===== config.mk =====
export PLATFORM = sky130hd
export DESIGN_NAME = buck_setpoint_register_bank
export DESIGN_NICKNAME = d
export VERILOG_FILES = /design/src/logic/buck_setpoint_register_bank.v
export VERILOG_INCLUDE_DIRS = /design/src /design/src/logic
export SDC_FILE = /design/constraint.sdc
export NUM_CORES = 1
export LEC_CHECK = 0
export BUFFER_PORTS_ARGS = -buffer_cell sky130_fd_sc_hd__buf_2
export CAP_MARGIN = 20
export CELL_PAD_IN_SITES_DETAIL_PLACEMENT = 2
export CELL_PAD_IN_SITES_GLOBAL_PLACEMENT = 2
export CORE_ASPECT_RATIO = 0.7
export CORE_MARGIN = 2
export CORE_UTILIZATION = 42
export CTS_BUF_LIST = sky130_fd_sc_hd__clkbuf_4 sky130_fd_sc_hd__clkbuf_8
export DETAILED_ROUTE_END_ITERATION = 16
export PLACE_DENSITY = 0.95
export SLEW_MARGIN = 0
export SYNTH_ARGS = -nofsm -noshare
export SYNTH_HDL_FRONTEND = slang
export SYNTH_SLANG_ARGS = --single-unit

===== constraint.sdc =====
create_clock -name clk_sys -period 17.4 [get_ports clk_sys]
set_clock_uncertainty 0.05 [all_clocks]
set_input_delay 1.74 -clock clk_sys [delete_from_list [all_inputs] [get_ports clk_sys]]
set_output_delay 1.74 -clock clk_sys [all_outputs]
set_load 0.02 [all_outputs]

===== src/logic/buck_bank_consts.vh =====
// Constants for the buck set-point register bank
// Contract
// - Buck A codes 0..29 give 0.700 V plus 25 mV per code.
// - Buck A code 11110 gives 1.8 V, code 11111 gives 3.3 V.
// - Buck A keeps separate Normal, Standby and Sleep 5-bit codes.
// - Buck A fuse default voltage uses the same 5-bit code table.
// - Buck A set points sit at 0x20, 0x21 and 0x22.
// - Buck A mode at 0x23; config at 0x24, aliased at 0x32.
// - Buck B low range: 1.500 V up in 50 mV steps to 1.850 V.
// - Buck B high range: 2.5, 2.8, 2.85, 3.0, 3.1, 3.15, 3.2, 3.3 V.
// - Register writes cannot change buck B range; only the fuse sets it.
// - Buck B keeps three 3-bit set points through the range table.
// - Buck B set points sit at 0x35, 0x36 and 0x37.
// - Buck B mode at 0x38, config at 0x39.
// - Buck C codes give 0.90 V plus 50 mV per code, to 1.65 V.
// - Buck C set points sit at 0x3c, 0x3d and 0x3e.
// - Buck C mode at 0x3f, config at 0x40.
// - Standby targets the Standby set point; leaving returns to Normal.
// - Sleep with retention set targets the Sleep set point.
// - Target changes ramp 25 mV per 2.0 us, or 4.0 us if slow bit set.
`ifndef BUCK_BANK_CONSTS_VH
`define BUCK_BANK_CONSTS_VH

// ****************************************
// Register offsets
// ****************************************
`define ADDR_A_NORMAL   8'h20
`define ADDR_A_STANDBY  8'h21
`define ADDR_A_SLEEP    8'h22
`define ADDR_A_MODE     8'h23
`define ADDR_A_CONFIG   8'h24
`define ADDR_A_CONFIG2  8'h32
`define ADDR_B_NORMAL   8'h35
`define ADDR_B_STANDBY  8'h36
`define ADDR_B_SLEEP    8'h37
`define ADDR_B_MODE     8'h38
`define ADDR_B_CONFIG   8'h39
`define ADDR_C_NORMAL   8'h3c
`define ADDR_C_STANDBY  8'h3d
`define ADDR_C_SLEEP    8'h3e
`define ADDR_C_MODE     8'h3f
`define ADDR_C_CONFIG   8'h40

// ****************************************
// Fields and reset values
// ****************************************
`define MODE_FIELD_W    6
`define RETAIN_BIT      5
`define RAMP_SLOW_BIT   6
`define MODE_RESET      6'h08
`define MODE_WR_MASK    6'h2f
`define CONF_A_RESET    8'h04
`define CONF_B_RESET    8'h14
`define CONF_C_RESET    8'h24
`define B_RESET_CODE    3'h0
`define C_RESET_CODE    4'h0

// ****************************************
// Voltage decode, millivolts
// ****************************************
`define A_BASE_MV       12'd700
`define A_STEP_MV       12'd25
`define A_LAST_LINEAR   5'h1d
`define A_CODE_1V8      5'h1e
`define A_1V8_MV        12'd1800
`define A_3V3_MV        12'd3300
`define B_LO_BASE_MV    12'd1500
`define B_STEP_MV       12'd50
`define B_HI_0_MV       12'd2500
`define B_HI_1_MV       12'd2800
`define B_HI_2_MV       12'd2850
`define B_HI_3_MV       12'd3000
`define B_HI_4_MV       12'd3100
`define B_HI_5_MV       12'd3150
`define B_HI_6_MV       12'd3200
`define B_HI_7_MV       12'd3300
`define C_BASE_MV       12'd900
`define C_STEP_MV       12'd50

// ****************************************
// Ramp timing
// ****************************************
`define RAMP_STEP_MV    12'd25
`define CLK_PERIOD_NS   100
`define STEP_FAST_NS    2000
`define STEP_SLOW_NS    4000
`define STEP_FAST_CYC   ((`STEP_FAST_NS + `CLK_PERIOD_NS - 1) / `CLK_PERIOD_NS)
`define STEP_SLOW_CYC   ((`STEP_SLOW_NS + `CLK_PERIOD_NS - 1) / `CLK_PERIOD_NS)
`define FUSE_LOAD_CYC   2'd3

`endif


===== src/logic/buck_setpoint_register_bank.v =====
// Set-point, mode and configuration registers for three buck regulators
`include "buck_bank_consts.vh"

module buck_setpoint_register_bank
(
    // Clock and reset
    input  wire        clk_sys,
    input  wire        rst,
    // Register port from the serial control interface
    input  wire [7:0]  reg_addr,
    input  wire        reg_wr,
    input  wire [7:0]  reg_wdata,
    input  wire        reg_rd,
    output wire [7:0]  reg_rdata,
    // Fuse straps and operating mode pins
    input  wire [4:0]  buck_a_fuse_voltage,
    input  wire        buck_b_high_range_fuse,
    input  wire        standby_req,
    input  wire        sleep_req,
    // Regulator targets and ramped outputs
    output wire [11:0] buck_a_voltage_mv,
    output wire [11:0] buck_b_voltage_mv,
    output wire [11:0] buck_c_voltage_mv,
    output wire [2:0]  buck_on,
    output wire [2:0]  ramp_busy
);

    // ****************************************
    // Input synchronisers
    // ****************************************
    reg  [7:0]  pin_meta_r;
    reg  [7:0]  pin_sync_r;
    wire [4:0]  fuse_a_s   = pin_sync_r[4:0];
    wire        fuse_hi_s  = pin_sync_r[5];
    wire        standby_s  = pin_sync_r[6];
    wire        sleep_s    = pin_sync_r[7];

    always @(posedge clk_sys)
    begin
        if (rst)
        begin
            pin_meta_r <= 8'h00;
            pin_sync_r <= 8'h00;
        end
        else
        begin
            pin_meta_r <= {sleep_req, standby_req, buck_b_high_range_fuse,
                           buck_a_fuse_voltage};
            pin_sync_r <= pin_meta_r;
        end
    end

    // ****************************************
    // Fuse capture after reset release
    // ****************************************
    // Fuses are caught once the synchronisers have settled, never under reset
    reg  [1:0]  load_cnt_r;
    reg         loaded_r;
    reg         range_hi_r;
    wire        load_now = !loaded_r && (load_cnt_r == `FUSE_LOAD_CYC);

    always @(posedge clk_sys)
    begin
        if (rst)
        begin
            load_cnt_r <= 2'd0;
            loaded_r   <= 1'b0;
            range_hi_r <= 1'b0;
        end
        else if (!loaded_r)
        begin
            load_cnt_r <= load_cnt_r + 2'd1;
            if (load_now)
            begin
                loaded_r   <= 1'b1;
                range_hi_r <= fuse_hi_s;
            end
        end
    end

    // ****************************************
    // Register file
    // ****************************************
    reg  [4:0]  a_normal_r;
    reg  [4:0]  a_standby_r;
    reg  [4:0]  a_sleep_r;
    reg  [2:0]  b_normal_r;
    reg  [2:0]  b_standby_r;
    reg  [2:0]  b_sleep_r;
    reg  [3:0]  c_normal_r;
    reg  [3:0]  c_standby_r;
    reg  [3:0]  c_sleep_r;
    reg  [5:0]  a_mode_r;
    reg  [5:0]  b_mode_r;
    reg  [5:0]  c_mode_r;
    reg  [7:0]  a_conf_r;
    reg  [7:0]  b_conf_r;
    reg  [7:0]  c_conf_r;
    reg  [7:0]  rdata_r;
    reg  [7:0]  rdata_nxt;

    // Bit 4 of a mode register is not built and reads back as zero;
    // the mask keeps it out of the stored value
    wire [5:0]  mode_wdata = reg_wdata[5:0] & `MODE_WR_MASK;

    always @(posedge clk_sys)
    begin
        if (rst)
        begin
            a_normal_r  <= 5'h00;
            a_standby_r <= 5'h00;
            a_sleep_r   <= 5'h00;
            b_normal_r  <= `B_RESET_CODE;
            b_standby_r <= `B_RESET_CODE;
            b_sleep_r   <= `B_RESET_CODE;
            c_normal_r  <= `C_RESET_CODE;
            c_standby_r <= `C_RESET_CODE;
            c_sleep_r   <= `C_RESET_CODE;
            a_mode_r    <= `MODE_RESET;
            b_mode_r    <= `MODE_RESET;
            c_mode_r    <= `MODE_RESET;
            a_conf_r    <= `CONF_A_RESET;
            b_conf_r    <= `CONF_B_RESET;
            c_conf_r    <= `CONF_C_RESET;
        end
        else if (load_now)
        begin
            // Fuse code seeds all three buck A fields
            a_normal_r  <= fuse_a_s;
            a_standby_r <= fuse_a_s;
            a_sleep_r   <= fuse_a_s;
        end
        else if (reg_wr && loaded_r)
        begin
            case (reg_addr)
                `ADDR_A_NORMAL:  a_normal_r  <= reg_wdata[4:0];
                `ADDR_A_STANDBY: a_standby_r <= reg_wdata[4:0];
                `ADDR_A_SLEEP:   a_sleep_r   <= reg_wdata[4:0];
                `ADDR_A_MODE:    a_mode_r    <= mode_wdata;
                `ADDR_A_CONFIG:  a_conf_r    <= reg_wdata;
                `ADDR_A_CONFIG2: a_conf_r    <= reg_wdata;
                `ADDR_B_NORMAL:  b_normal_r  <= reg_wdata[2:0];
                `ADDR_B_STANDBY: b_standby_r <= reg_wdata[2:0];
                `ADDR_B_SLEEP:   b_sleep_r   <= reg_wdata[2:0];
                `ADDR_B_MODE:    b_mode_r    <= mode_wdata;
                `ADDR_B_CONFIG:  b_conf_r    <= reg_wdata;
                `ADDR_C_NORMAL:  c_normal_r  <= reg_wdata[3:0];
                `ADDR_C_STANDBY: c_standby_r <= reg_wdata[3:0];
                `ADDR_C_SLEEP:   c_sleep_r   <= reg_wdata[3:0];
                `ADDR_C_MODE:    c_mode_r    <= mode_wdata;
                `ADDR_C_CONFIG:  c_conf_r    <= reg_wdata;
                default:         a_mode_r    <= a_mode_r;
            endcase
        end
    end

    // Unused upper bits and unmapped offsets read as zero
    always @*
    begin
        case (reg_addr)
            `ADDR_A_NORMAL:  rdata_nxt = {3'h0, a_normal_r};
            `ADDR_A_STANDBY: rdata_nxt = {3'h0, a_standby_r};
            `ADDR_A_SLEEP:   rdata_nxt = {3'h0, a_sleep_r};
            `ADDR_A_MODE:    rdata_nxt = {2'h0, a_mode_r};
            `ADDR_A_CONFIG:  rdata_nxt = a_conf_r;
            `ADDR_A_CONFIG2: rdata_nxt = a_conf_r;
            `ADDR_B_NORMAL:  rdata_nxt = {5'h00, b_normal_r};
            `ADDR_B_STANDBY: rdata_nxt = {5'h00, b_standby_r};
            `ADDR_B_SLEEP:   rdata_nxt = {5'h00, b_sleep_r};
            `ADDR_B_MODE:    rdata_nxt = {2'h0, b_mode_r};
            `ADDR_B_CONFIG:  rdata_nxt = b_conf_r;
            `ADDR_C_NORMAL:  rdata_nxt = {4'h0, c_normal_r};
            `ADDR_C_STANDBY: rdata_nxt = {4'h0, c_standby_r};
            `ADDR_C_SLEEP:   rdata_nxt = {4'h0, c_sleep_r};
            `ADDR_C_MODE:    rdata_nxt = {2'h0, c_mode_r};
            `ADDR_C_CONFIG:  rdata_nxt = c_conf_r;
            default:         rdata_nxt = 8'h00;
        endcase
    end

    always @(posedge clk_sys)
    begin
        if (rst)
            rdata_r <= 8'h00;
        else if (reg_rd)
            rdata_r <= rdata_nxt;
    end

    assign reg_rdata = rdata_r;

    // ****************************************
    // Code to voltage decode
    // ****************************************
    function [11:0] decode_a;
        input [4:0] code;
        begin
            if (code <= `A_LAST_LINEAR)
                decode_a = `A_BASE_MV + `A_STEP_MV * {7'h00, code};
            else if (code == `A_CODE_1V8)
                decode_a = `A_1V8_MV;
            else
                decode_a = `A_3V3_MV;
        end
    endfunction

    function [11:0] decode_b;
        input [2:0] code;
        input       hi;
        begin
            if (!hi)
                decode_b = `B_LO_BASE_MV + `B_STEP_MV * {9'h000, code};
            else
            begin
                case (code)
                    3'h0:    decode_b = `B_HI_0_MV;
                    3'h1:    decode_b = `B_HI_1_MV;
                    3'h2:    decode_b = `B_HI_2_MV;
                    3'h3:    decode_b = `B_HI_3_MV;
                    3'h4:    decode_b = `B_HI_4_MV;
                    3'h5:    decode_b = `B_HI_5_MV;
                    3'h6:    decode_b = `B_HI_6_MV;
                    default: decode_b = `B_HI_7_MV;
                endcase
            end
        end
    endfunction

    function [11:0] decode_c;
        input [3:0] code;
        begin
            decode_c = `C_BASE_MV + `C_STEP_MV * {8'h00, code};
        end
    endfunction

    // ****************************************
    // Operating mode selection
    // ****************************************
    wire [2:0]  retain = {c_mode_r[`RETAIN_BIT], b_mode_r[`RETAIN_BIT],
                          a_mode_r[`RETAIN_BIT]};
    wire [2:0]  slow   = {c_conf_r[`RAMP_SLOW_BIT], b_conf_r[`RAMP_SLOW_BIT],
                          a_conf_r[`RAMP_SLOW_BIT]};
    wire [4:0]  a_code;
    wire [2:0]  b_code;
    wire [3:0]  c_code;

    // Sleep outranks Standby; a non-retaining regulator in Sleep is switched off
    // At fuse capture the registers take the fuse values on the same edge,
    // so the fuse code and range are decoded directly in that cycle
    wire        range_now = load_now ? fuse_hi_s : range_hi_r;
    assign a_code = load_now               ? fuse_a_s :
                    (sleep_s && retain[0]) ? a_sleep_r :
                    standby_s              ? a_standby_r :
                                             a_normal_r;
    assign b_code = (sleep_s && retain[1]) ? b_sleep_r :
                    standby_s              ? b_standby_r :
                                             b_normal_r;
    assign c_code = (sleep_s && retain[2]) ? c_sleep_r :
                    standby_s              ? c_standby_r :
                                             c_normal_r;

    wire [35:0] target_mv = {decode_c(c_code), decode_b(b_code, range_now),
                             decode_a(a_code)};

    // ****************************************
    // Voltage ramp per regulator
    // ****************************************
    // Ramping never overshoots because every table entry is a multiple of 25 mV
    wire [35:0] cur_mv;
    reg  [2:0]  on_r;

    // Step intervals in clock cycles; the six-bit tick counter limits
    // them to 63 cycles, enough for the slow step at this clock
    localparam integer fast_cycles = `STEP_FAST_CYC;
    localparam integer slow_cycles = `STEP_SLOW_CYC;
    wire [5:0]  fast_cyc = fast_cycles[5:0];
    wire [5:0]  slow_cyc = slow_cycles[5:0];

    genvar gi;
    generate
        for (gi = 0; gi < 3; gi = gi + 1)
        begin : g_ramp
            reg  [11:0] cur_r;
            reg  [5:0]  tick_r;
            reg         busy_r;
            wire [11:0] tgt      = target_mv[gi*12 +: 12];
            wire [5:0]  interval = slow[gi] ? slow_cyc : fast_cyc;

            always @(posedge clk_sys)
            begin
                if (rst)
                begin
                    cur_r  <= 12'h000;
                    tick_r <= 6'h00;
                    busy_r <= 1'b0;
                end
                else if (!loaded_r || load_now)
                begin
                    // Outputs stay at zero until fuse capture, then take the
                    // start-up target directly instead of ramping to it
                    cur_r  <= load_now ? tgt : 12'h000;
                    tick_r <= 6'h00;
                    busy_r <= 1'b0;
                end
                else if (cur_r == tgt)
                begin
                    tick_r <= 6'h00;
                    busy_r <= 1'b0;
                end
                else if (tick_r + 6'h01 >= interval)
                begin
                    tick_r <= 6'h00;
                    busy_r <= 1'b1;
                    if (cur_r < tgt)
                        cur_r <= cur_r + `RAMP_STEP_MV;
                    else
                        cur_r <= cur_r - `RAMP_STEP_MV;
                end
                else
                begin
                    tick_r <= tick_r + 6'h01;
                    busy_r <= 1'b1;
                end
            end

            assign cur_mv[gi*12 +: 12] = cur_r;
            assign ramp_busy[gi]       = busy_r;
        end
    endgenerate

    always @(posedge clk_sys)
    begin
        if (rst)
            on_r <= 3'h0;
        else
            on_r <= {3{loaded_r}} & ~({3{sleep_s}} & ~retain);
    end

    assign buck_a_voltage_mv = cur_mv[11:0];
    assign buck_b_voltage_mv = cur_mv[23:12];
    assign buck_c_voltage_mv = cur_mv[35:24];
    assign buck_on           = on_r;

endmodule // buck_setpoint_register_bank


==> summary.md, run 1 <==
| Metric | Value |
|---|---|
| First-pass GRT wire length | 75800 um |
| H-tree depth | 4 |
| #FFs+latches synth | 163 |
| Hold Crit Class | reg2reg |
| TritonCTS clock tree | done |
| Final Wtd Congestion | 0.859 |
| Max-cap violations | 0 |
| Post-synthesis async set-or-reset flop share | 0% |
| Pin slew with the least headroom to its limit | 1.07 ns |
| Placed Area | 11400 um^2 |
| Status | finished, final reports clean |
| Yosys cell types | 83 |
| Crit end category | flop |
| IO Pins | 78 |
| Layout cells sized above 1 | 11.3% |
| NumNets Final | 1484 |
| Warnings from Yosys | 0 |
| Syn nets | 1437 |
| WL final | 49300 um |
| LEAKAGE | 5.15 nW |
| Std cell rows | 49 |
| Final Non-Filler Cells | 1672 |
| Initial antenna violation count | 1 |
| Setup-failing EPs final | 0 |
| Area growth syn-to-layout | 9.35% |
| Clk root buf | clkbuf_8 |
| Post-DRT Antenna Nets | 0 |
| Crit-path max cell delay | 1.03 ns |
| Hold Fails Final Rpt | 0 |
| Post-synth EDFFs | 0 |
| Chip width | 196 um |
| Num CTS Buffers | 17 |
| Crit share post-route | 54.2% |
| RR Startpoint | pin_sync_r[6] |
| Register area share after synthesis | 30.1% |
| Drt drc | 0 |
| Fmax | 106 MHz |
| Pre-CTS WS | 8.99 ns |
| Number of gates resized after cts | 0 |
| Fill cell count | 2822 |
| Mean area per synthesized cell | 8.46 um^2 |
| CTS Hold Bufs | 0 |
| Synth area leader | dfxtp_1 |
| Detailed-route via count | 10930 |
| Cell area after layout | 11800 um^2 |
| Largest net degree at the start of global routing | 94 |
| Setup CP Type | reg2reg |
| Cells after DPL | 1639 |
| Initial DRT Pass Iterations | 5 |
| Core area | 25500 um^2 |
| Number of global-route vias before repair | 12321 |
| RSZ-0062 raised after global routing | false |
| Critical Path AT | 9.81 ns |
| PortBufs | 77 |
| Tot GR Track Use | 36.4% |
| Top post-synthesis cells by area | dfxtp_1, ha_1, nor2_1 |
| Clock sink count | 163 |
| Clock Tree Buf Depth | 2 |
| Postcts setup bufs | 0 |
| Final worst path period need | 9.43 ns |
| Hold Crit Start | pin_meta_r[2] |
| Ys flop type | dfxtp_1 |
| Synthesized instance count | 1280 |
| Initial core utilization | 42.5% |
| Most common cell on crit path | ha_1 |
| Synth top area share | 30.1% |
| Worst endpoint required time | 17.78 ns |
| Slack of the worst reg-to-reg path | 7.97 ns |
| Crit start category | flop |
| Max Slew Vio Count | 0 |
| TNS Setup | 0 ns |
| Power density cells | 82.1 nW/um^2 |
| Slowest CP cell | dfxtp_1 |
| Post-DR vias/cell | 6.54 |
| HPWL after DPL | 33100 um |
| Die height | 138 um |
| Maximum VDD drop | 0.0572 mV |
| Slew Limit Headroom | 29.0% |
| Clock transition at path regs | 0.12 ns |
| Critical Path Start | pin_sync_r[6] |
| Remaining Overflow, GRT | 0 |
| Worst-Skew Late Latency | 0.53 ns |
| Drt wl/cell | 29.5 um |
| Synthesized area | 10800 um^2 |
| Crit Path Max Fanout | 12 |
| Initial drt markers | 1020 |
| Final core utilization | 46.4% |
| Die outline area | 27100 um^2 |
| Final WS setup | 7.97 ns |
where the power goes:
group,switching (W),internal (W),leakage [nW]
Combinational,0.000166,0.0000867,3.63
Clock,0.000183,0.000132,0.198
Sequential,0.0000185,0.000388,1.32
Total,0.000367,0.000606,5.15
path summary, 6_finish.rpt:
kind | end | cells after the start
worst min register to register | pin_sync_r[2] | 1
worst max-delay path | buck_a_voltage_mv[11] | 29
worst min-delay path | pin_sync_r[2] | 1
worst max register to register | buck_a_voltage_mv[11] | 29
critical path, delay by kind of cell, from the launching register on:
kind / cells / cell delay, ns
adder cells (fa/ha/maj): 6 / 2.67
buffers and inverters: 3 / 0.35
multiplexers: 1 / 0.23
XOR/XNOR: 2 / 0.47
AO/OA/AOI/OAI: 10 / 2.91
AND/OR/NAND/NOR: 7 / 1.62
flip-flops: 1 / 1.03
cell usage in the layout, fill, tap and decap left out, types with 11 or more instances in the layout:
cell      synthesis  layout
a211oi_1         44      44
a21o_1           19      19
a21oi_1          86      86
a22oi_1          20      20
a31oi_1          11      11
and2_1           13      13
and3_1           13      13
buf_2            13      76
clkbuf_8          0      17
dfxtp_1         163     163
ha_1            120     120
inv_1            49      49
mux2i_1          55      55
nand2_1         103     103
nand3_1          38      38
nor2_1          151     151
nor2b_1          36      35
nor3_1           26      26
o21ai_0          52      52
xnor2_1          39      39
xor2_1           22      22
sequential cells by signal, summed over array words and instances, names as in the netlist, 3 cells and up:
signal	count
c_mode_r	5
c_standby_r	4
buck_b_voltage_mv	12
a_mode_r	5
a_conf_r	8
c_normal_r	4
c_sleep_r	4
g_ramp.tick_r	18
b_mode_r	5
a_standby_r	5
buck_on	3
pin_sync_r	8
c_conf_r	8
a_normal_r	5
b_sleep_r	3
b_conf_r	8
a_sleep_r	5
b_normal_r	3
buck_c_voltage_mv	12
buck_a_voltage_mv	12
reg_rdata	8
pin_meta_r	8
b_standby_r	3
g_ramp.busy_r	3
final cells by class:
cell class | count | area [um^2] | area share [%]
diodes | 1 | 2.50 | 0.0211
well taps | 331 | 414 | 3.50
multi-input cells | 1010 | 7120 | 60.1
flip-flops and latches | 163 | 3260 | 27.6
inverters | 50 | 188 | 1.59
clock inverters | 15 | 171 | 1.45
clock buffers | 17 | 234 | 1.98
repair buffers | 85 | 448 | 3.78
cell usage after synthesis, types with 19 or more instances:
library cell and instances:
mux2i_1 55, nand2_1 103, nand3_1 38, inv_1 49, nor2_1 151, ha_1 120, a22oi_1 20, a21oi_1 86
nor3_1 26, nor2b_1 36, clkbuf_1 35, xor2_1 22, dfxtp_1 163, xnor2_1 39, o21ai_0 52, a21o_1 19
a211oi_1 44
layer usage:
metal  track usage, %  share of wire (%)
met5                0                  0
met4             18.2                4.7
met2             62.6                 49
met1             43.1                 41
met3             7.59                5.9
per-stage QoR:
stage | power (W) | hold WS [ns]
global placement | 0.000615 | 0.373
floorplan | 0.000561 | 0.364
finish | 0.000973 | 0.406
global route | 0.00100 | 0.421
CTS | 0.000965 | 0.408
detailed placement | 0.000643 | 0.392
cell families (layout without fill, tap and decap cells):
kind of cell	count (synthesis)	count (layout)	share of synthesized area [%]
AOI/OAI and AO/OA	322	322	20.2
buffers and inverters	107	167	4.14
DFF	163	163	30.1
adders and majority gates	129	129	15.5
and+or+nand+nor	437	437	19.3
other	0	1	0
muxes	61	61	5.74
xor gates and xnor gates	61	61	4.93
(Power assumes the default switching activity.)
==> run 2: changes to the inputs <==
--- a/config.mk
+++ b/config.mk
@@ -6,16 +6,17 @@
 export SDC_FILE = /design/constraint.sdc
 export NUM_CORES = 1
 export LEC_CHECK = 0
+export ABC_AREA = 1
 export BUFFER_PORTS_ARGS = -buffer_cell sky130_fd_sc_hd__buf_2
 export CAP_MARGIN = 20
 export CELL_PAD_IN_SITES_DETAIL_PLACEMENT = 2
 export CELL_PAD_IN_SITES_GLOBAL_PLACEMENT = 2
 export CORE_ASPECT_RATIO = 0.7
 export CORE_MARGIN = 2
-export CORE_UTILIZATION = 42
+export CORE_UTILIZATION = 36
 export CTS_BUF_LIST = sky130_fd_sc_hd__clkbuf_4 sky130_fd_sc_hd__clkbuf_8
 export DETAILED_ROUTE_END_ITERATION = 16
-export PLACE_DENSITY = 0.95
+export PLACE_DENSITY = 0.91
 export SLEW_MARGIN = 0
 export SYNTH_ARGS = -nofsm -noshare
 export SYNTH_HDL_FRONTEND = slang
==> constraint.sdc (replaced) <==
create_clock -name clk_sys -period 8.8 [get_ports clk_sys]
set_clock_uncertainty 0.05 [all_clocks]
set_input_delay 0.88 -clock clk_sys [delete_from_list [all_inputs] [get_ports clk_sys]]
set_output_delay 0.88 -clock clk_sys [all_outputs]
set_load 0.02 [all_outputs]
==> summary.md, run 2 <==
| Metric | Value |
|---|---|
| Status | finished, final reports clean (unchanged) |
| Area growth syn-to-layout | 9.21% (was 9.35%) |
| Synthesized area | 11200 um^2 (was 10800 um^2) |
| Ys flop type | dfxtp_1 (unchanged) |
| Number of global-route vias before repair | 12536 (was 12321) |
| Most common cell on crit path | nand2_1 (was ha_1) |
| Net Sw Frac | 40.2% (was 37.7%) |
| Worst endpoint required time | 9.17 ns (was 17.78 ns) |
| Clock Power Share | 26.9% (was 32.3%) |
| M1 GR Usage | 34.1% (was 43.1%) |
| Pre-CTS WS | 1.56 ns (was 8.99 ns) |
| Crit share post-route | 82.7% (was 54.2%) |
| Postcts setup bufs | 0 (unchanged) |
| Fmax | 137 MHz (was 106 MHz) |
| Remaining Overflow, GRT | 0 (unchanged) |
| Die height | 152 um (was 138 um) |
| Fill cell count | 3818 (was 2822) |
| LEAKAGE | 6.07 nW (was 5.15 nW) |
| ANT cells | 0 (was 1) |
| Crit-path max cell delay | 0.52 ns (was 1.03 ns) |
| Crit end category | flop (unchanged) |
| Critical Path AT | 7.65 ns (was 9.81 ns) |
| TritonCTS clock tree | done (unchanged) |
| Final worst path period need | 7.28 ns (was 9.43 ns) |
| HPWL after DPL | 32600 um (was 33100 um) |
| Clock transition at path regs | 0.10 ns (was 0.12 ns) |
| Worst-Skew Late Latency | 0.51 ns (was 0.53 ns) |
| Switching pwr | 0.000825 W (was 0.000367 W) |
| Chip width | 215 um (was 196 um) |
| Initial antenna violation count | 1 (unchanged) |
| Max-cap violations | 0 (unchanged) |
| Final WS setup | 1.52 ns (was 7.97 ns) |
| Clock Tree Buf Depth | 2 (unchanged) |
| Std cell rows | 54 (was 49) |
| Power density cells | 167 nW/um^2 (was 82.1 nW/um^2) |
| Post-synthesis async set-or-reset flop share | 0% (unchanged) |
| Slowest CP cell | fa_1 (was dfxtp_1) |
| CTS Hold Bufs | 0 (unchanged) |
| Clk root buf | clkbuf_8 (unchanged) |
| H-tree depth | 4 (unchanged) |
| Hold Crit Class | reg2reg (unchanged) |
| Worst Reg-to-Reg Cells | 37 (was 29) |
| GR peak layer | met2 (unchanged) |
| Top post-synthesis cells by area | dfxtp_1, ha_1, nand2_1 (was dfxtp_1, ha_1, nor2_1) |
| Warnings from Yosys | 0 (unchanged) |
| Post-synth EDFFs | 0 (unchanged) |
| PortBufs | 77 (unchanged) |
| Final core utilization | 39.6% (was 46.4%) |
| Design internal power | 0.00123 W (was 0.000606 W) |
| Yosys cell types | 52 (was 83) |
| Slack of the worst reg-to-reg path | 1.52 ns (was 7.97 ns) |
| TNS Setup | 0 ns (unchanged) |
| M2 GR Usage | 45.6% (was 62.6%) |
| Top reg by flops | g_ramp.tick_r (unchanged) |
| Maximum VDD drop | 0.0883 mV (was 0.0572 mV) |
| Initial drt markers | 537 (was 1020) |
| Setup-failing EPs final | 0 (unchanged) |
| Num CTS Buffers | 17 (unchanged) |
| Mean area per synthesized cell | 6.88 um^2 (was 8.46 um^2) |
| Die outline area | 32600 um^2 (was 27100 um^2) |
| First-pass GRT wire length | 68000 um (was 75800 um) |
| Sequential Power Share | 40.2% (was 41.8%) |
| IO Pins | 78 (unchanged) |
| Worst hold stages | 2 (was 1) |
| Most numerous cell in the Yosys netlist | nand2_1 (was dfxtp_1) |
| RSZ-0062 raised after global routing | false (unchanged) |
| Largest register FFs | 18 (unchanged) |
| Most common cell after layout, fill and taps aside | nand2_1 (was dfxtp_1) |
| Detailed-route via count | 11492 (was 10930) |
| #FFs+latches synth | 163 (unchanged) |
| Most frequent cells in the layout | nand2_1, inv_1, dfxtp_1 (was dfxtp_1, nor2_1, ha_1) |
| Pin slew with the least headroom to its limit | 1.03 ns (was 1.07 ns) |
| Drt wl/cell | 20.3 um (was 29.5 um) |
| Core area | 30900 um^2 (was 25500 um^2) |
| Clock sink count | 163 (unchanged) |
| Post-DRT Antenna Nets | 0 (unchanged) |
| Initial core utilization | 36.3% (was 42.5%) |
| Post-DR vias/cell | 5.44 (was 6.54) |
| Crit start category | flop (unchanged) |
| Initial DRT Pass Iterations | 4 (was 5) |
| Drt drc | 0 (unchanged) |
| Setup CP Type | reg2reg (unchanged) |
| Slew Limit Headroom | 31.4% (was 29.0%) |
| Top cells by count, synth | nand2_1, inv_1, dfxtp_1, nor2_1, o21ai_0 (was dfxtp_1, nor2_1, ha_1, nand2_1, a21oi_1) |
| Max Slew Vio Count | 0 (unchanged) |
| Syn nets | 1789 (was 1437) |
| Synth area leader | dfxtp_1 (unchanged) |
| Crit Path Max Fanout | 41 (was 12) |
| Combinational power share | 32.9% (was 25.9%) |
| Tot GR Track Use | 26.4% (was 36.4%) |
| Synthesized instance count | 1632 (was 1280) |
| Routing usage on met3 | 4.11% (was 7.59%) |
| Hold Fails Final Rpt | 0 (unchanged) |
| Largest net degree at the start of global routing | 71 (was 94) |
| NumNets Final | 1837 (was 1484) |
| WL final | 43000 um (was 49300 um) |
| Number of gates resized after cts | 0 (unchanged) |
| Register area share after synthesis | 29.1% (was 30.1%) |
| Synth top area share | 29.1% (was 30.1%) |
| Layout cells sized above 1 | 9.04% (was 11.3%) |
| Final Wtd Congestion | 0.856 (was 0.859) |
-- run 2: worst max-delay path: cells and delay by family (launching register included) --
kind	cells	cell delay [ns]
buf+inv	6	0.86
xor+xnor	1	0.10
fa+ha+maj	8	2.58
flops	1	0.36
simple gates	20	2.83
compound gates	2	0.38
-- run 2: cells by family after synthesis --
logic type / Yosys count / share of synthesized area [%]
AO/OA/AOI/OAI: 353 / 17.4
adder cells (fa/ha/maj): 129 / 15.0
XOR/XNOR: 29 / 2.26
AND/OR/NAND/NOR: 681 / 26.5
buffers and inverters: 277 / 9.78
flip-flops: 163 / 29.1
-- run 2: area by class of cell --
class,instances,area (um^2),area share [%]
clock inverters,10,85.1,0.694
clock buffers,21,270,2.20
multi-input cells,1192,6870,56.0
inverters,227,852,6.95
repair buffers,79,400,3.26
well taps,420,526,4.28
flip-flops and latches,163,3260,26.6
-- run 2: worst paths after layout --
check           startpoint                     to
max          load_cnt_r[0]  buck_a_voltage_mv[10]
min          pin_meta_r[6]          pin_sync_r[6]
max reg2reg  load_cnt_r[0]  buck_a_voltage_mv[10]
min reg2reg  pin_meta_r[6]          pin_sync_r[6]
-- run 2: per-layer routing --
layer  vias up  part of all wire (%)
met2       201                    47
li1       5471                     -
met3        78                   3.4
met1      5740                    47
met4         2                   2.5
met5         -                 0.016
-- run 2: power by group through the flow --
stage	Clock [W]	Combinational [W]	Sequential (W)
finish	0.000552	0.000674	0.000825
global route	0.000585	0.000752	0.000830
CTS	0.000558	0.000671	0.000825
detailed placement	0	0.000659	0.000841
global placement	0	0.000599	0.000839
floorplan	0	0.000429	0.000848
-- run 2: per-stage QoR --
| step | hold slack, ns | cell area, um^2 | cells | power (W) |
|---|---|---|---|---|
| after floorplan | 0.338 | 11200 | 1632 | 0.00128 |
| after global placement | 0.349 | 11900 | 2081 | 0.00144 |
| after detailed placement | 0.357 | 11900 | 2081 | 0.00150 |
| after CTS | 0.374 | 12300 | 2112 | 0.00205 |
| after global routing | 0.394 | 12300 | 2112 | 0.00217 |
| final | 0.369 | 12300 | 2112 | 0.00205 |
==> run 3: changes to the inputs <==
==> constraint.sdc (replaced) <==
create_clock -name clk_sys -period 7.04 [get_ports clk_sys]
set_clock_uncertainty 0.05 [all_clocks]
set_input_delay 0.704 -clock clk_sys [delete_from_list [all_inputs] [get_ports clk_sys]]
set_output_delay 0.704 -clock clk_sys [all_outputs]
set_load 0.02 [all_outputs]
==> summary.md, run 3 (synthesized netlist as in run 2, its figures left out) <==
| Metric | Value |
|---|---|
| Status | finished, final reports clean (unchanged) |
| Most common cell after layout, fill and taps aside | nand2_1 (unchanged) |
| ANT cells | 0 (unchanged) |
| Final WS setup | 0.328 ns (was 1.52 ns) |
| Slew Limit Headroom | 32.8% (was 31.4%) |
| Most common cell on crit path | nand2_1 (unchanged) |
| TritonCTS clock tree | done (unchanged) |
| NumNets Final | 1850 (was 1837) |
| Final Wtd Congestion | 0.861 (was 0.856) |
| Slowest CP cell | fa_1 (unchanged) |
| Hold Crit Start | buck_b_high_range_fuse (was pin_meta_r[6]) |
| Final worst path period need | 6.71 ns (was 7.28 ns) |
| Initial drt markers | 659 (was 537) |
| Setup CP Type | reg2reg (unchanged) |
| WL final | 43800 um (was 43000 um) |
| Post-DR vias/cell | 5.48 (was 5.44) |
| Fill cell count | 3756 (was 3818) |
| Pin slew with the least headroom to its limit | 1.01 ns (was 1.03 ns) |
| CP top delay family | adder cells (was simple AND/OR/NAND/NOR gates) |
| Slack of the worst reg-to-reg path | 0.33 ns (was 1.52 ns) |
| RSZ-0062 raised after global routing | true (was false) |
| Buffers & Inverters on Critical Path | 8 (was 6) |
| Max-cap violations | 0 (unchanged) |
| Worst endpoint required time | 7.42 ns (was 9.17 ns) |
| Initial antenna violation count | 0 (was 1) |
| Detailed-route via count | 11644 (was 11492) |
| Drt drc | 0 (unchanged) |
| Num CTS Buffers | 17 (unchanged) |
| RR Startpoint | load_cnt_r[0] (unchanged) |
| Most frequent cells in the layout | nand2_1, inv_1, dfxtp_1 (unchanged) |
| Crit end category | flop (unchanged) |
| Std cell rows | 54 (unchanged) |
| Initial core utilization | 36.3% (unchanged) |
| Initial DRT Pass Iterations | 4 (unchanged) |
| Chip width | 215 um (unchanged) |
| PortBufs | 77 (unchanged) |
| Clk root buf | clkbuf_8 (unchanged) |
| Maximum VDD drop | 0.119 mV (was 0.0883 mV) |
| Fmax | 149 MHz (was 137 MHz) |
| Die outline area | 32600 um^2 (unchanged) |
| Crit Path Max Fanout | 12 (was 41) |
| First-pass GRT wire length | 68600 um (was 68000 um) |
| Crit start category | flop (unchanged) |
| Drt wl/cell | 20.6 um (was 20.3 um) |
| Worst-Skew Late Latency | 0.53 ns (was 0.51 ns) |
| Crit-path max cell delay | 0.49 ns (was 0.52 ns) |
| Critical Path End | buck_a_voltage_mv[8] (was buck_a_voltage_mv[10]) |
| Critical Path Start | load_cnt_r[0] (unchanged) |
| Remaining Overflow, GRT | 0 (unchanged) |
| HPWL after DPL | 33000 um (was 32600 um) |
| Core area | 30900 um^2 (unchanged) |
| Worst Reg-to-Reg Cells | 39 (was 37) |
| Hold Crit Class | in2reg (was reg2reg) |
| Clock Tree Buf Depth | 2 (unchanged) |
| Area growth syn-to-layout | 10.2% (was 9.21%) |
| Max Slew Vio Count | 0 (unchanged) |
| Pre-CTS WS | 0.0245 ns (was 1.56 ns) |
| Number of global-route vias before repair | 12541 (was 12536) |
| IO Pins | 78 (unchanged) |
| Top reg by flops | g_ramp.tick_r (unchanged) |
| Power density cells | 207 nW/um^2 (was 167 nW/um^2) |
| Worst R2R End | buck_a_voltage_mv[8] (was buck_a_voltage_mv[10]) |
| CTS Hold Bufs | 0 (unchanged) |
| Setup-failing EPs final | 0 (unchanged) |
| Largest net degree at the start of global routing | 95 (was 71) |
| Die height | 152 um (unchanged) |
| Clock sink count | 163 (unchanged) |
| Hold Fails Final Rpt | 0 (unchanged) |
| Final core utilization | 40.0% (was 39.6%) |
| Largest register FFs | 18 (unchanged) |
| Clock transition at path regs | 0.09 ns (was 0.10 ns) |
| Crit share post-route | 95.3% (was 82.7%) |
| Tot GR Track Use | 27.0% (was 26.4%) |
| Critical path depth in cells | 39 (was 37) |
| Critical Path AT | 7.10 ns (was 7.65 ns) |
| H-tree depth | 4 (unchanged) |
| LEAKAGE | 6.13 nW (was 6.07 nW) |
| Post-DRT Antenna Nets | 0 (unchanged) |
| Layout cells sized above 1 | 10.0% (was 9.04%) |
## run 3: worst min-delay path by stage
stage,cells after the start,end,slack [ns]
2_1_floorplan,2,pin_sync_r[0],0.34
3_3_place_gp,2,pin_sync_r[3],0.35
3_5_place_dp,2,pin_sync_r[0],0.35
4_1_cts,3,pin_meta_r[5],0.30
5_1_grt,3,pin_meta_r[5],0.34
6_report,3,pin_meta_r[5],0.32
## run 3: repair_timing
item / 4_1_cts / 5_1_grt
setup endpoints to repair: 2 / 11
gates cloned: 0 / 1
buffers inserted: 0 / 7
resized for setup: 1 / 5
pin swaps: 0 / 2
## run 3: power breakdown
part / internal (W) / switching (W)
sequential: 0.000971 / 0.0000628
clock: 0.000251 / 0.000414
combinational: 0.000279 / 0.000589
## run 3: stage by stage
step                instances  hold slack, ns  cell area [um^2]  setup TNS (ns)  total power, W
finish                   2125           0.325             12400               0         0.00257
global route             2125           0.336             12400          -0.292         0.00272
CTS                      2117           0.302             12300               0         0.00256
detailed placement       2086           0.351             11900               0         0.00187
global placement         2086           0.347             11900               0         0.00180
floorplan                1632           0.338             11200               0         0.00160
## run 3: area by class of cell
| type | count | area (um^2) | area share [%] |
|---|---|---|---|
| clock buffers | 18 | 241 | 1.95 |
| clock inverters | 13 | 106 | 0.859 |
| inverters | 227 | 852 | 6.89 |
| multi-input cells | 1193 | 6890 | 55.7 |
| flip-flops and latches | 163 | 3260 | 26.4 |
| well taps | 420 | 526 | 4.25 |
| repair buffers | 91 | 490 | 3.96 |
## run 3: layer usage
layer	routed length [um]	track usage, %	up-vias	part of all wire (%)
met5	0	0	-	0
met4	969	8.17	0	2.2
met3	1570	4.11	71	3.6
met2	21000	47.2	235	48
met1	20300	34.6	5830	46
li1	-	-	5508	-
## run 3: worst min-delay path, cell delays in order
cell and delay, ns:
buf_2 0.07, inv_1 0.03, nor2_1 0.06
